**config.mk**
```make
export PLATFORM = sky130hd
export DESIGN_NAME = tmp_top
export DESIGN_NICKNAME = d
export VERILOG_FILES = /design/src/design/tmp_pkg.sv /design/src/design/tmp_reg_if.sv /design/src/design/tmp_capture.sv /design/src/design/tmp_axil_slave.sv /design/src/design/tmp_top.sv
export VERILOG_INCLUDE_DIRS = /design/src /design/src/design
export SDC_FILE = /design/constraint.sdc
export NUM_CORES = 1
export LEC_CHECK = 0
export ABC_CLOCK_PERIOD_IN_PS = 3200
export BUFFER_PORTS_ARGS = -buffer_cell sky130_fd_sc_hd__buf_4
export CAP_MARGIN = 20
export CORE_MARGIN = 3
export CORE_UTILIZATION = 30
export CTS_CLUSTER_DIAMETER = 120
export DETAILED_ROUTE_END_ITERATION = 16
export PLACE_DENSITY = 0.57
export SETUP_SLACK_MARGIN = 0.02
export SLEW_MARGIN = 10
export SYNTH_ARGS = -nofsm -noshare
export SYNTH_HDL_FRONTEND = slang
export SYNTH_SLANG_ARGS = --single-unit
```
**constraint.sdc**
```tcl
create_clock -name aclk -period 3.2 [get_ports aclk]
set_input_delay 0.16 -clock aclk [delete_from_list [all_inputs] [get_ports aclk]]
set_output_delay 0.16 -clock aclk [all_outputs]
set_load 0.02 [all_outputs]
```
**src/design/tmp_consts.svh**
```systemverilog
// register offsets, field positions and reset values of the timer/match/pwm unit
`ifndef TMP_CONSTS_SVH
`define TMP_CONSTS_SVH

// register byte offsets
`define TMP_OFF_CTRL 12'h000
`define TMP_OFF_COUNT 12'h004
`define TMP_OFF_PRESCALE 12'h008
`define TMP_OFF_PRE_COUNT 12'h00C
`define TMP_OFF_MATCH_CTRL 12'h010
`define TMP_OFF_CAPT_CTRL 12'h014
`define TMP_OFF_EXT_CTRL 12'h018
`define TMP_OFF_PWM_CTRL 12'h01C
`define TMP_OFF_LATCH 12'h020
`define TMP_OFF_IRQ_STATUS 12'h024
`define TMP_OFF_IRQ_ENABLE 12'h028
`define TMP_OFF_IRQ_CLEAR 12'h02C
`define TMP_OFF_EXT_STATE 12'h030
`define TMP_OFF_MATCH_BASE 12'h040
`define TMP_OFF_CAPT_BASE 12'h060

// control register fields
`define TMP_CTRL_EN 0
`define TMP_CTRL_CRST 1
`define TMP_CTRL_PWM 2
`define TMP_CTRL_SRC_LSB 3
`define TMP_CTRL_CSEL 5

// match control: reset at 2i, stop at 2i+1, dma enables from here
`define TMP_MCTRL_DMA_LSB 14
// pwm control: double-edge select at bit n for n of 2 and up, output enable at this base + n
`define TMP_PWM_EN_LSB 8

// reset value and bus answers
`define TMP_RST_WORD 32'h0000_0000
`define TMP_RESP_OKAY 2'h0
`define TMP_RESP_SLVERR 2'h2

`endif

```
**src/design/tmp_pkg.sv**
```systemverilog
// types and shared helper functions of the timer/match/pwm unit
`default_nettype none
package tmp_pkg;
`include "tmp_consts.svh"

    typedef logic [31:0] tmp_word_t;
    typedef logic [11:0] tmp_addr_t;

    // action of an external match output on its match
    typedef enum logic [1:0] {TMP_EXT_KEEP, TMP_EXT_LOW, TMP_EXT_HIGH, TMP_EXT_TOGGLE} tmp_ext_act_t;

    // byte offset of entry idx of a register array
    function automatic tmp_addr_t tmp_reg_off(input tmp_addr_t base, input int idx);
        return base + tmp_addr_t'(4 * idx);
    endfunction

    // true for every mapped, word aligned address
    function automatic logic tmp_addr_ok(input tmp_addr_t a, input int n_match, input int n_cap);
        int ia;
        ia = int'(a);
        if (a[1:0] != 2'h0)
            return 1'b0;
        return (ia <= int'(`TMP_OFF_EXT_STATE))
            || (ia >= int'(`TMP_OFF_MATCH_BASE) && ia < int'(`TMP_OFF_MATCH_BASE) + 4 * n_match)
            || (ia >= int'(`TMP_OFF_CAPT_BASE) && ia < int'(`TMP_OFF_CAPT_BASE) + 4 * n_cap);
    endfunction

    // apply axi byte strobes to a stored word
    function automatic tmp_word_t tmp_strb_merge(input tmp_word_t old_v, input tmp_word_t new_v,
                                                 input logic [3:0] strb);
        tmp_word_t r;
        r = old_v;
        for (int b = 0; b < 4; b++) begin
            if (strb[b])
                r[8*b +: 8] = new_v[8*b +: 8];
        end
        return r;
    endfunction
endpackage
`default_nettype wire

```
**src/design/tmp_reg_if.sv**
```systemverilog
// internal register access port between the bus slave and the register file
`timescale 1ns/1ps
`default_nettype none
interface tmp_reg_if import tmp_pkg::*; ();
    logic wr_en;
    tmp_addr_t wr_addr;
    tmp_word_t wr_data;
    logic [3:0] wr_strb;
    tmp_addr_t rd_addr;
    tmp_word_t rd_data;

    modport slave (output wr_en, output wr_addr, output wr_data, output wr_strb, output rd_addr,
                   input rd_data);
    modport regs (input wr_en, input wr_addr, input wr_data, input wr_strb, input rd_addr,
                  output rd_data);
endinterface
`default_nettype wire

```
**src/design/tmp_capture.sv**
```systemverilog
// edge detection for the capture inputs and the external count source
`timescale 1ns/1ps
`default_nettype none
module tmp_capture import tmp_pkg::*; #(
    parameter int NUM_CAP = 2
) (
    input wire logic aclk,
    input wire logic aresetn,
    input wire logic [NUM_CAP-1:0] cap_in,
    input wire logic [2*NUM_CAP-1:0] cap_edge,
    input wire logic [1:0] cnt_edge,
    input wire logic cnt_sel,
    output logic [NUM_CAP-1:0] cap_evt,
    output logic cnt_evt
);
    logic [NUM_CAP-1:0] prev_q;
    logic [NUM_CAP-1:0] rise;
    logic [NUM_CAP-1:0] fall;

    // previous level, inputs already synchronous to aclk
    always_ff @(posedge aclk) begin
        if (!aresetn)
            prev_q <= '0;
        else
            prev_q <= cap_in;
    end

    assign rise = cap_in & ~prev_q;
    assign fall = ~cap_in & prev_q;

    // bit 0 of each pair selects rising, bit 1 falling, both for any edge
    always_comb begin
        for (int j = 0; j < NUM_CAP; j++) begin
            cap_evt[j] = (cap_edge[2*j] & rise[j]) | (cap_edge[2*j+1] & fall[j]);
        end
        // external count clock is one of the capture pins
        cnt_evt = (cnt_edge[0] & rise[cnt_sel]) | (cnt_edge[1] & fall[cnt_sel]);
    end
endmodule // tmp_capture
`default_nettype wire

```
**src/design/tmp_axil_slave.sv**
```systemverilog
// axi4-lite slave front end feeding the internal register port
`timescale 1ns/1ps
`default_nettype none
module tmp_axil_slave import tmp_pkg::*; #(
    parameter int NUM_MATCH = 7,
    parameter int NUM_CAP = 2
) (
    input wire logic aclk,
    input wire logic aresetn,
    input wire tmp_addr_t s_axi_awaddr,
    input wire logic s_axi_awvalid,
    output logic s_axi_awready,
    input wire tmp_word_t s_axi_wdata,
    input wire logic [3:0] s_axi_wstrb,
    input wire logic s_axi_wvalid,
    output logic s_axi_wready,
    output logic [1:0] s_axi_bresp,
    output logic s_axi_bvalid,
    input wire logic s_axi_bready,
    input wire tmp_addr_t s_axi_araddr,
    input wire logic s_axi_arvalid,
    output logic s_axi_arready,
    output tmp_word_t s_axi_rdata,
    output logic [1:0] s_axi_rresp,
    output logic s_axi_rvalid,
    input wire logic s_axi_rready,
    tmp_reg_if.slave bus
);
    tmp_addr_t aw_addr_q;
    tmp_word_t w_data_q;
    logic [3:0] w_strb_q;
    logic aw_held_q;
    logic w_held_q;
    logic wr_fire;

    // write happens once address and data are both held and no answer pending
    assign wr_fire = aw_held_q && w_held_q && !s_axi_bvalid;
    assign bus.wr_en = wr_fire;
    assign bus.wr_addr = aw_addr_q;
    assign bus.wr_data = w_data_q;
    assign bus.wr_strb = w_strb_q;
    // read data is looked up straight from the handshake address
    assign bus.rd_addr = s_axi_araddr;

    // write address channel, ready only while no address is held and no answer pending
    always_ff @(posedge aclk) begin
        if (!aresetn) begin
            s_axi_awready <= 1'b0;
            aw_held_q <= 1'b0;
            aw_addr_q <= '0;
        end else begin
            s_axi_awready <= !aw_held_q && !s_axi_bvalid && !(s_axi_awvalid && s_axi_awready);
            if (s_axi_awvalid && s_axi_awready) begin
                aw_held_q <= 1'b1;
                aw_addr_q <= s_axi_awaddr;
            end else if (wr_fire) begin
                aw_held_q <= 1'b0;
            end
        end
    end

    // write data channel, may arrive before or after the address
    always_ff @(posedge aclk) begin
        if (!aresetn) begin
            s_axi_wready <= 1'b0;
            w_held_q <= 1'b0;
            w_data_q <= '0;
            w_strb_q <= '0;
        end else begin
            s_axi_wready <= !w_held_q && !s_axi_bvalid && !(s_axi_wvalid && s_axi_wready);
            if (s_axi_wvalid && s_axi_wready) begin
                w_held_q <= 1'b1;
                w_data_q <= s_axi_wdata;
                w_strb_q <= s_axi_wstrb;
            end else if (wr_fire) begin
                w_held_q <= 1'b0;
            end
        end
    end

    // write response, unmapped addresses answer slverr and change nothing
    always_ff @(posedge aclk) begin
        if (!aresetn) begin
            s_axi_bvalid <= 1'b0;
            s_axi_bresp <= `TMP_RESP_OKAY;
        end else if (wr_fire) begin
            s_axi_bvalid <= 1'b1;
            s_axi_bresp <= tmp_addr_ok(aw_addr_q, NUM_MATCH, NUM_CAP) ? `TMP_RESP_OKAY : `TMP_RESP_SLVERR;
        end else if (s_axi_bready) begin
            s_axi_bvalid <= 1'b0;
        end
    end

    // read channel, data registered one cycle after the address is taken
    always_ff @(posedge aclk) begin
        if (!aresetn) begin
            s_axi_arready <= 1'b0;
            s_axi_rvalid <= 1'b0;
            s_axi_rdata <= `TMP_RST_WORD;
            s_axi_rresp <= `TMP_RESP_OKAY;
        end else if (s_axi_arvalid && s_axi_arready) begin
            s_axi_arready <= 1'b0;
            s_axi_rvalid <= 1'b1;
            s_axi_rdata <= bus.rd_data;
            s_axi_rresp <= tmp_addr_ok(s_axi_araddr, NUM_MATCH, NUM_CAP) ? `TMP_RESP_OKAY : `TMP_RESP_SLVERR;
        end else if (s_axi_rvalid && s_axi_rready) begin
            s_axi_rvalid <= 1'b0;
            s_axi_arready <= 1'b1;
        end else if (!s_axi_rvalid) begin
            s_axi_arready <= 1'b1;
        end
    end
endmodule // tmp_axil_slave
`default_nettype wire

```
**src/design/tmp_top.sv**
```systemverilog
// timer/counter with prescaler, match, capture and pwm outputs behind axi4-lite
`timescale 1ns/1ps
`default_nettype none
`include "tmp_consts.svh"
module tmp_top import tmp_pkg::*; #(
    parameter int NUM_MATCH = 7,
    parameter int NUM_CAP = 2,
    parameter int NUM_EXT = 4
) (
    input wire logic aclk,
    input wire logic aresetn,
    input wire tmp_addr_t s_axi_awaddr,
    input wire logic s_axi_awvalid,
    output logic s_axi_awready,
    input wire tmp_word_t s_axi_wdata,
    input wire logic [3:0] s_axi_wstrb,
    input wire logic s_axi_wvalid,
    output logic s_axi_wready,
    output logic [1:0] s_axi_bresp,
    output logic s_axi_bvalid,
    input wire logic s_axi_bready,
    input wire tmp_addr_t s_axi_araddr,
    input wire logic s_axi_arvalid,
    output logic s_axi_arready,
    output tmp_word_t s_axi_rdata,
    output logic [1:0] s_axi_rresp,
    output logic s_axi_rvalid,
    input wire logic s_axi_rready,
    input wire logic [NUM_CAP-1:0] cap_in,
    output logic [NUM_EXT-1:0] ext_match_out,
    output logic [NUM_MATCH-1:1] pwm_out,
    output logic [1:0] dma_req,
    output logic irq
);
    localparam int NS = NUM_MATCH + NUM_CAP;

    tmp_reg_if bus ();

    logic [5:0] ctrl_q;
    tmp_word_t prescale_q;
    tmp_word_t pc_q;
    tmp_word_t tc_q;
    logic [15:0] mctrl_q;
    logic [2*NUM_CAP-1:0] cctrl_q;
    logic [2*NUM_EXT-1:0] ectrl_q;
    logic [15:0] pwmctrl_q;
    logic [NUM_MATCH-1:0] latch_q;
    logic [NS-1:0] irq_en_q;
    logic [NS-1:0] irq_stat_q;
    tmp_word_t mr_q [NUM_MATCH];
    tmp_word_t mr_act_q [NUM_MATCH];
    tmp_word_t cap_q [NUM_CAP];

    logic [NUM_CAP-1:0] cap_evt;
    logic cnt_evt;
    logic src_evt;
    logic step;
    logic tick;
    logic [NUM_MATCH-1:0] hit;
    logic reset_hit;
    logic stop_hit;
    logic period_hit;
    logic [NUM_MATCH-1:1] pwm_set;
    logic [NUM_MATCH-1:1] pwm_clr;
    logic [NS-1:0] irq_clr;
    tmp_word_t rd_word;

    // true while the internal port writes the given offset
    function automatic logic wr_at(input tmp_addr_t off);
        return bus.wr_en && (bus.wr_addr == off);
    endfunction

    tmp_axil_slave #(
        .NUM_MATCH(NUM_MATCH),
        .NUM_CAP(NUM_CAP)
    ) u_axil (
        .aclk(aclk),
        .aresetn(aresetn),
        .s_axi_awaddr(s_axi_awaddr),
        .s_axi_awvalid(s_axi_awvalid),
        .s_axi_awready(s_axi_awready),
        .s_axi_wdata(s_axi_wdata),
        .s_axi_wstrb(s_axi_wstrb),
        .s_axi_wvalid(s_axi_wvalid),
        .s_axi_wready(s_axi_wready),
        .s_axi_bresp(s_axi_bresp),
        .s_axi_bvalid(s_axi_bvalid),
        .s_axi_bready(s_axi_bready),
        .s_axi_araddr(s_axi_araddr),
        .s_axi_arvalid(s_axi_arvalid),
        .s_axi_arready(s_axi_arready),
        .s_axi_rdata(s_axi_rdata),
        .s_axi_rresp(s_axi_rresp),
        .s_axi_rvalid(s_axi_rvalid),
        .s_axi_rready(s_axi_rready),
        .bus(bus.slave)
    );

    tmp_capture #(
        .NUM_CAP(NUM_CAP)
    ) u_capture (
        .aclk(aclk),
        .aresetn(aresetn),
        .cap_in(cap_in),
        .cap_edge(cctrl_q),
        .cnt_edge(ctrl_q[`TMP_CTRL_SRC_LSB +: 2]),
        .cnt_sel(ctrl_q[`TMP_CTRL_CSEL]),
        .cap_evt(cap_evt),
        .cnt_evt(cnt_evt)
    );

    // count step, prescale tick and match detection
    always_comb begin
        src_evt = (ctrl_q[`TMP_CTRL_SRC_LSB +: 2] == 2'h0) ? 1'b1 : cnt_evt;
        step = ctrl_q[`TMP_CTRL_EN] && !ctrl_q[`TMP_CTRL_CRST] && src_evt;
        tick = step && (pc_q == prescale_q);
        reset_hit = 1'b0;
        stop_hit = 1'b0;
        for (int i = 0; i < NUM_MATCH; i++) begin
            hit[i] = tick && (tc_q == mr_act_q[i]);
            reset_hit = reset_hit | (hit[i] & mctrl_q[2*i]);
            stop_hit = stop_hit | (hit[i] & mctrl_q[2*i+1]);
        end
        // in pwm mode match zero always closes the cycle
        period_hit = ctrl_q[`TMP_CTRL_PWM] && hit[0];
        reset_hit = reset_hit | period_hit;
    end

    // control register; a stop match clears the enable
    always_ff @(posedge aclk) begin
        if (!aresetn) begin
            ctrl_q <= '0;
        end else begin
            if (wr_at(`TMP_OFF_CTRL))
                ctrl_q <= 6'(tmp_strb_merge(tmp_word_t'(ctrl_q), bus.wr_data, bus.wr_strb));
            if (stop_hit)
                ctrl_q[`TMP_CTRL_EN] <= 1'b0;
        end
    end

    // prescale counter and main counter, both 32 bits
    always_ff @(posedge aclk) begin
        if (!aresetn || ctrl_q[`TMP_CTRL_CRST]) begin
            pc_q <= `TMP_RST_WORD;
            tc_q <= `TMP_RST_WORD;
        end else if (step) begin
            if (tick) begin
                pc_q <= `TMP_RST_WORD;
                if (reset_hit)
                    tc_q <= `TMP_RST_WORD;
                else if (!stop_hit)
                    tc_q <= tc_q + 32'h0000_0001;
            end else begin
                pc_q <= pc_q + 32'h0000_0001;
            end
        end
    end

    // software configuration registers
    always_ff @(posedge aclk) begin
        if (!aresetn) begin
            prescale_q <= `TMP_RST_WORD;
            mctrl_q <= '0;
            cctrl_q <= '0;
            ectrl_q <= '0;
            pwmctrl_q <= '0;
            irq_en_q <= '0;
        end else begin
            if (wr_at(`TMP_OFF_PRESCALE))
                prescale_q <= tmp_strb_merge(prescale_q, bus.wr_data, bus.wr_strb);
            if (wr_at(`TMP_OFF_MATCH_CTRL))
                mctrl_q <= 16'(tmp_strb_merge(tmp_word_t'(mctrl_q), bus.wr_data, bus.wr_strb));
            if (wr_at(`TMP_OFF_CAPT_CTRL))
                cctrl_q <= (2*NUM_CAP)'(tmp_strb_merge('0, bus.wr_data, bus.wr_strb));
            if (wr_at(`TMP_OFF_EXT_CTRL))
                ectrl_q <= (2*NUM_EXT)'(tmp_strb_merge('0, bus.wr_data, bus.wr_strb));
            if (wr_at(`TMP_OFF_PWM_CTRL))
                pwmctrl_q <= 16'(tmp_strb_merge(tmp_word_t'(pwmctrl_q), bus.wr_data, bus.wr_strb));
            if (wr_at(`TMP_OFF_IRQ_ENABLE))
                irq_en_q <= NS'(tmp_strb_merge('0, bus.wr_data, bus.wr_strb));
        end
    end

    // match values as written by software
    always_ff @(posedge aclk) begin
        if (!aresetn) begin
            for (int i = 0; i < NUM_MATCH; i++)
                mr_q[i] <= `TMP_RST_WORD;
        end else begin
            for (int i = 0; i < NUM_MATCH; i++) begin
                if (wr_at(tmp_reg_off(`TMP_OFF_MATCH_BASE, i)))
                    mr_q[i] <= tmp_strb_merge(mr_q[i], bus.wr_data, bus.wr_strb);
            end
        end
    end

    // active match values: in pwm mode only released values move, and only at
    // the period match, so a half-updated pair never shapes a pulse
    always_ff @(posedge aclk) begin
        if (!aresetn) begin
            latch_q <= '0;
            for (int i = 0; i < NUM_MATCH; i++)
                mr_act_q[i] <= `TMP_RST_WORD;
        end else begin
            for (int i = 0; i < NUM_MATCH; i++) begin
                if (!ctrl_q[`TMP_CTRL_PWM])
                    mr_act_q[i] <= mr_q[i];
                else if (period_hit && latch_q[i])
                    mr_act_q[i] <= mr_q[i];
            end
            // a release written in the period cycle survives for the next one
            latch_q <= (period_hit ? '0 : latch_q)
                | (wr_at(`TMP_OFF_LATCH) ? bus.wr_data[NUM_MATCH-1:0] : '0);
        end
    end

    // set and clear conditions of each pwm output
    always_comb begin
        for (int n = 1; n < NUM_MATCH; n++) begin
            if ((n >= 2) && pwmctrl_q[n])
                pwm_set[n] = hit[n-1];
            else
                pwm_set[n] = hit[0] && (mr_act_q[n] != `TMP_RST_WORD);
            pwm_clr[n] = hit[n];
        end
    end

    // pwm outputs; fall wins a tie so a zero-width pulse stays low
    always_ff @(posedge aclk) begin
        if (!aresetn) begin
            pwm_out <= '0;
        end else begin
            for (int n = 1; n < NUM_MATCH; n++) begin
                if (!ctrl_q[`TMP_CTRL_PWM] || !pwmctrl_q[`TMP_PWM_EN_LSB + n])
                    pwm_out[n] <= 1'b0;
                else if (pwm_clr[n])
                    pwm_out[n] <= 1'b0;
                else if (pwm_set[n])
                    pwm_out[n] <= 1'b1;
            end
        end
    end

    // external match outputs
    always_ff @(posedge aclk) begin
        if (!aresetn) begin
            ext_match_out <= '0;
        end else begin
            for (int i = 0; i < NUM_EXT; i++) begin
                if (hit[i]) begin
                    unique case (tmp_ext_act_t'(ectrl_q[2*i +: 2]))
                        TMP_EXT_KEEP: ext_match_out[i] <= ext_match_out[i];
                        TMP_EXT_LOW: ext_match_out[i] <= 1'b0;
                        TMP_EXT_HIGH: ext_match_out[i] <= 1'b1;
                        TMP_EXT_TOGGLE: ext_match_out[i] <= ~ext_match_out[i];
                    endcase
                end
            end
        end
    end

    // one-cycle dma request pulses from matches zero and one
    always_ff @(posedge aclk) begin
        if (!aresetn)
            dma_req <= '0;
        else
            dma_req <= hit[1:0] & mctrl_q[`TMP_MCTRL_DMA_LSB +: 2];
    end

    // capture registers hold the count seen at the active edge
    always_ff @(posedge aclk) begin
        if (!aresetn) begin
            for (int j = 0; j < NUM_CAP; j++)
                cap_q[j] <= `TMP_RST_WORD;
        end else begin
            for (int j = 0; j < NUM_CAP; j++) begin
                if (cap_evt[j])
                    cap_q[j] <= tc_q;
            end
        end
    end

    // write-one-to-clear bits of the status register
    always_comb begin
        irq_clr = '0;
        if (wr_at(`TMP_OFF_IRQ_CLEAR))
            irq_clr = bus.wr_data[NS-1:0];
    end

    // sticky status; a new event beats a clear in the same cycle
    always_ff @(posedge aclk) begin
        if (!aresetn) begin
            irq_stat_q <= '0;
            irq <= 1'b0;
        end else begin
            irq_stat_q <= (irq_stat_q & ~irq_clr) | {cap_evt, hit};
            irq <= |(irq_stat_q & irq_en_q);
        end
    end

    // read data lookup
    always_comb begin
        rd_word = `TMP_RST_WORD;
        case (bus.rd_addr)
            `TMP_OFF_CTRL: rd_word = tmp_word_t'(ctrl_q);
            `TMP_OFF_COUNT: rd_word = tc_q;
            `TMP_OFF_PRESCALE: rd_word = prescale_q;
            `TMP_OFF_PRE_COUNT: rd_word = pc_q;
            `TMP_OFF_MATCH_CTRL: rd_word = tmp_word_t'(mctrl_q);
            `TMP_OFF_CAPT_CTRL: rd_word = tmp_word_t'(cctrl_q);
            `TMP_OFF_EXT_CTRL: rd_word = tmp_word_t'(ectrl_q);
            `TMP_OFF_PWM_CTRL: rd_word = tmp_word_t'(pwmctrl_q);
            `TMP_OFF_LATCH: rd_word = tmp_word_t'(latch_q);
            `TMP_OFF_IRQ_STATUS: rd_word = tmp_word_t'(irq_stat_q);
            `TMP_OFF_IRQ_ENABLE: rd_word = tmp_word_t'(irq_en_q);
            `TMP_OFF_EXT_STATE: begin
                rd_word = tmp_word_t'(ext_match_out);
                rd_word[`TMP_PWM_EN_LSB + 1 +: NUM_MATCH-1] = pwm_out;
            end
            default: rd_word = `TMP_RST_WORD;
        endcase
        for (int i = 0; i < NUM_MATCH; i++) begin
            if (bus.rd_addr == tmp_reg_off(`TMP_OFF_MATCH_BASE, i))
                rd_word = mr_q[i];
        end
        for (int j = 0; j < NUM_CAP; j++) begin
            if (bus.rd_addr == tmp_reg_off(`TMP_OFF_CAPT_BASE, j))
                rd_word = cap_q[j];
        end
    end

    assign bus.rd_data = rd_word;
endmodule // tmp_top
`default_nettype wire

```
* Word-level counts from Yosys, hierarchy flattened *
Memories as Yosys holds them, arrays and structs flattened.
Cells that the tools add are included.
Widths: inputs -> output; s select.

word-level totals
  register bits = 277
  bits in latches = 0
  RAM bits = 512
  ROM bits = 0
  input bits = 69
  output and inout port bits = 54
  logic and storage cells = 538
  memories = 3

cells by class
  $add $sub $neg = 2
  multipliers = 0
  div/mod/pow operators = 0
  $lt $le $gt $ge = 11
  equality and inequality tests = 57
  shifts and indexed selects = 0
  muxes and demuxes = 223
  bitwise gates (word level) = 78
  reduce and logical (&&, ||, !) cells = 121

memory list
  memory    words  bits a word  read ports  clocked after Yosys merged registers in  wr ports  line           source
  mr_act_q  7      32           7           0                                        7         tmp_top.sv:51  tmp_word_t mr_act_q [NUM_MATCH];
  mr_q      7      32           7           0                                        7         tmp_top.sv:50  tmp_word_t mr_q [NUM_MATCH];
  cap_q     2      32           2           0                                        2         tmp_top.sv:52  tmp_word_t cap_q [NUM_CAP];

operators by type and width
  operator               number
  $mux 32                35
  $mux 8                 85
  $pmux 32 s12           1
  $eq 32x32->1           8
  $eq 12x7->1 const B    16
  $reduce_bool 32->1     6
  $eq 12x5->1 const B    8
  $mux 1                 93
  $eq 12x6->1 const B    7
  $add 32x1->32 const B  2
  $logic_and 1x1->1      54
  $ge 12x7->1 const B    4
  $lt 12x7->1 const B    4
  $or 1x1->1             39
  $eq 12x4->1 const B    3
  $reduce_and 2->1       13
  $le 12x6->1 const B    2
  $logic_not 12->1       2
  $and 1x1->1            20
  $and 9x9->9            2
  $reduce_or 3->1        6
  $eq 2x2->1 const B     8
  $logic_not 1->1        14
  $mux 7                 2
  other kinds (19)       58

* Depth between registers and ports, before layout *
  depth in word-level cells = 20
  depth in mapped cells = 13
  depth with buffers taken out = 9

* Hierarchy *
Synthesis repeated with hierarchy kept, for this count alone.

second synthesis, totals
  cells, all modules = 3,494
  area total of the unflattened synthesis = 37,412.1 um2

by module, submodules not included
  module          times used  cells each  area an instance (um2)  sequential area each (um2)
  tmp_top         1           3,070       33,850.0                19,058.3
  tmp_axil_slave  1           407         3,430.8                 1,781.7
  tmp_capture     1           17          131.4                   40.0

* Worst setup path before layout *
Ideal clock, no wire load.

  path type = reg-to-reg
  from = reg pc_q[16]
  to = mem mr_act_q[0][0] (netlist name), enable pin
  setup time = 0.389 ns
  arrival = 2.817 ns
  data required time = 2.811 ns
  path slack = -0.007 ns
  stages on the path, launching flop included = 10
  path buffers = 2
  period minus slack after synthesis = 3.207 ns
  path through = dfxtp_1 > clkbuf_1 > xnor2_1 > nand4_1 > nor4_2 > nand3_2 > clkbuf_1 > nor4_1 > nand2_1 > nand2_1

RTL lines
  element                   line            source
  start: declaration        tmp_top.sv:41   tmp_word_t pc_q;
  start signal: assignment  tmp_top.sv:144  pc_q <= `TMP_RST_WORD;
  start signal: assignment  tmp_top.sv:148  pc_q <= `TMP_RST_WORD;
  start signal: assignment  tmp_top.sv:154  pc_q <= pc_q + 32'h0000_0001;
  end: declaration          tmp_top.sv:51

* Worst setup path in the final report *
  from = reg tc_q[11]
  to = reg tc_q[7]

on the way
  cells in the longest elaborated chain, start to end = 12
  elaborated cells on any way between the ends = 45
  classes of those cells = eq/ne (8); mux (1); bitwise (27); reduce/logical (9)

RTL lines
  element                            line            source
  start: declaration                 tmp_top.sv:42   tmp_word_t tc_q;
  start signal: assignment           tmp_top.sv:145  tc_q <= `TMP_RST_WORD;
  start signal: assignment           tmp_top.sv:150  tc_q <= `TMP_RST_WORD;
  start signal: assignment           tmp_top.sv:152  tc_q <= tc_q + 32'h0000_0001;
  $eq 32x32->1                       tmp_top.sv:120  hit[i] = tick && (tc_q == mr_act_q[i]);
  $logic_and 1x1->1                  tmp_top.sv:120
  $and 1x1->1                        tmp_top.sv:121  reset_hit = reset_hit | (hit[i] & mctrl_q[2*i]);
  $or 1x1->1 (6 in a row)            tmp_top.sv:121
  $or 1x1->1                         tmp_top.sv:126  reset_hit = reset_hit | period_hit;
  $ne 2x2->1 (no source line)        n/a
  $reduce_and 3->1 (no source line)  n/a

Several ways; a longest one is shown, not always the timed one.
A chain may end at the register's enable or synchronous reset.

==> impl_metrics.py <==
metrics = {
    "cells_and_area": {
        "area_growth_syn_to_layout_pct": 22.89,
        "fin_area_mm2": 0.04540,
        "drive_gt1_frac": 0.1614,
        "stdcell_count": 5480,
        "nFillCells": 12080,
        "nNetsFinal": 3841,
    },
    "placement": {
        "io_buffers": 120,
        "dpl.hpwl_um": 113300,
        "placed_area_mm2": 0.04195,
        "gp_congestion": 0.9860,
        "dp_cells": 5247,
    },
    "logic_synthesis": {
        "synth_top_cell_area_share": 0.4161,
        "synth_area_leaders": "edfxtp_1, dfxtp_1, and2_1, xnor2_1, nand2_1",
        "synth_cell_type_count": 87,
        "netlist_instances": 3448,
        "syn-cell-area_mm2": 0.03695,
        "async_flop_share": 0,
        "synth_edf_count": 512,
        "synth-seq-cells": 787,
        "synth.largest_area_cell": "edfxtp_1",
        "syn_area_per_cell_um2": 10.72,
        "yosysSeqAreaShare": 0.5651,
        "yosys_warnings": 0,
        "synth_common_cells": "edfxtp_1, and2_1, nand2_1",
        "synthFlopType": "edfxtp_1",
        "yosysMostFrequentCell": "edfxtp_1",
    },
    "clocking": {
        "root_buffer": "clkbuf_16",
        "htree_levels": 3,
        "clk-insertion-delay-late_ps": 670,
        "clk_path_buf_depth": 3,
        "cts_tree": "built",
        "clkTransAtPathRegs_ps": 60,
        "cts_buffers": 87,
        "cts.sinks": 787,
    },
    "routing": {
        "via_per_inst": 5.469,
        "first_iter_violations": 4283,
        "drt-wirelength-per-cell_um": 28.31,
        "wl_um": 155100,
        "drt-pass1-iter-count": 13,
        "via_count": 29970,
        "drc": 0,
        "antenna_left": 0,
    },
    "global_route": {
        "grt_pass1_vias": 28300,
        "grt-ovfl-total": 0,
        "grt_max_degree": 103,
        "antenna_found_initial": 12,
        "grtUsageTotal": 0.2369,
        "grt_first_pass_wirelength_um": 215500,
    },
    "worst_setup_path": {
        "cp-startpoint": "tc_q[11]$_SDFFE_PP0P_",
        "worst_ep_required_time_ps": 3790,
        "cp-start-kind": "flop",
        "cp.arrival_ps": 3720,
        "cp_max_fo": 13,
        "cp_common_cell": "buf_4",
        "critical_path_class": "flop to flop",
        "reg2reg_depth": 13,
        "cp_top_family": "simple AND/OR/NAND/NOR gates",
        "critical-path-max-stage-delay_ps": 410,
        "crit_path_end_kind": "flop",
        "crit_path_cell_trace": "buf_12, xor2_1, nor4_1, buf_4, nand4_1, nor2_4, o21ai_1, nand4_1, o21ai_1, buf_4, buf_4, or3_1, a21oi_1",
        "worst-path-buf-inv": 4,
        "timing.rr.start": "tc_q[11]$_SDFFE_PP0P_",
        "cpMaxStageDelayCell": "nor4_1",
        "reg2reg_slack_ps": 60,
        "r2r-end": "tc_q[7]$_SDFFE_PP0P_",
    },
    "sta": {
        "slew_headroom": 0.1466,
        "max_freq_mhz": 318.6,
        "setup_viol": 0,
        "worst-slew-pin-transition_ps": 1278,
        "fin_crit_ps": 3139,
        "rsz0062_at_grt": "yes",
        "timing.hold.ws_ps": 31.35,
        "min_period_over_period": 0.9809,
        "finalClockSkew_ps": 33.76,
        "finalMaxSlewViolations": 0,
        "hold_violations": 0,
    },
    "pwr": {
        "peakVddDrop_v": 0.0004144,
        "power.density_mw_per_mm2": 496.4,
        "total_power_uw": 22540,
        "p_leak_uw": 0.01668,
    },
    "min_path": {
        "hold_path_class": "input pin to flop",
        "hold_path_end": "u_axil.s_axi_rresp[1]$_SDFFE_PN0P_",
        "holdPathStages": 4,
        "min_from": "s_axi_araddr[7]",
    },
    "job": {
        "maxCapViolations": 0,
    },
    "die": {
        "die_height_um": 356.9,
        "start_util": 0.3027,
        "die_area_mm2": 0.1274,
        "rows": 128,
        "die_w_um": 356.9,
        "core_mm2": 0.1220,
        "ioPinCount": 123,
    },
    "run_status": {
        "status": "finished clean",
    },
}
sequential cells by signal, summed over array words and instances (netlist names), 12 cells and up:
| register | cells |
|---|---|
| u_axil.bus.wr_addr | 12 |
| pwmctrl_q | 16 |
| cap_q | 64 |
| u_axil.bus.wr_data | 32 |
| prescale_q | 32 |
| pc_q | 32 |
| mr_act_q | 224 |
| mr_q | 224 |
| tc_q | 32 |
| u_axil.s_axi_rdata | 32 |
| mctrl_q | 16 |
where the power goes:
group	internal [uW]	switching (uW)
clock network	5640	4300
logic	457	719
registers	11100	331
total	17200	5350
worst min-delay path: stages:
cell and delay, ps:
buf_4 80, buf_4 190, a311oi_1 70, a31oi_1 150
cells by family after synthesis:
family / synth area share
AOI/OAI and AO/OA: 0.1044
xor gates and xnor gates: 0.06898
DFF: 0.5651
other: 0.0001015
adders and majority gates: 0.0006772
and+or+nand+nor: 0.2031
buffers and inverters: 0.03265
muxes: 0.02496
layout make-up:
class,count,area (um^2),share of cell area
clock buffers,129,2489,0.05481
inverters,24,95.09,0.002094
clock inverters,32,284.0,0.006256
diodes,13,32.53,0.0007165
flip-flops and latches,787,20890,0.4601
well taps,1625,2033,0.04478
repair buffers,477,4582,0.1009
multi-input cells,2393,15000,0.3303
cell usage in the layout (no fill, tap or decap), drive strengths merged, types with 91 or more instances in the layout:
master / netlist / routed
buf: 86 / 421
o21ai: 142 / 142
and2: 497 / 497
edfxtp: 512 / 512
dfxtp: 275 / 275
mux2i: 91 / 91
xnor2: 165 / 165
clkbuf: 159 / 129
a21oi: 199 / 199
nor4: 91 / 91
nor2: 226 / 226
xor2: 126 / 126
nand2: 305 / 305
stage by stage:
step,setup WS [ps],utilization,TNS (ps)
floorplan,184.8,-,0
global placement,-96.02,0.3433,-1384
detailed placement,-145.4,0.3438,-1921
CTS,48.24,0.3712,0
global route,0.7963,0.3718,0
finish,61.04,0.3720,0
routing by layer:
metal,up-vias,share of wire,track usage,wire length (um)
li1,13050,-,-,-
met1,14930,0.42,0.3284,64770
met2,1667,0.44,0.3569,68100
met3,315,0.097,0.04732,15000
met4,6,0.047,0.1059,7237
met5,-,0.00024,0,37
timing repair:
item,in CTS,in global routing
setup buffers,0,2
pin swaps,0,2
gates cloned,0,0
endpoints found under the hold margin,59,0
gates resized for setup,5,11
setup endpoints to repair,26,28
hold buffers,56,0
worst max path at each step:
stage	to	slack [ps]	depth (start not counted)
3_3_place_gp	tc_q[9]$_SDFFE_PP0P_	-100	12
5_1_grt	tc_q[13]$_SDFFE_PP0P_	0.8	11
4_1_cts	tc_q[21]$_SDFFE_PP0P_	50	12
3_5_place_dp	u_axil.s_axi_rdata[21]$_SDFFE_PN0P_	-150	13
2_1_floorplan	mr_act_q[6][0]$_SDFFCE_PN0P_	180	9
6_report	tc_q[7]$_SDFFE_PP0P_	60	13
Note: power is estimated with default switching activity, not from simulation.
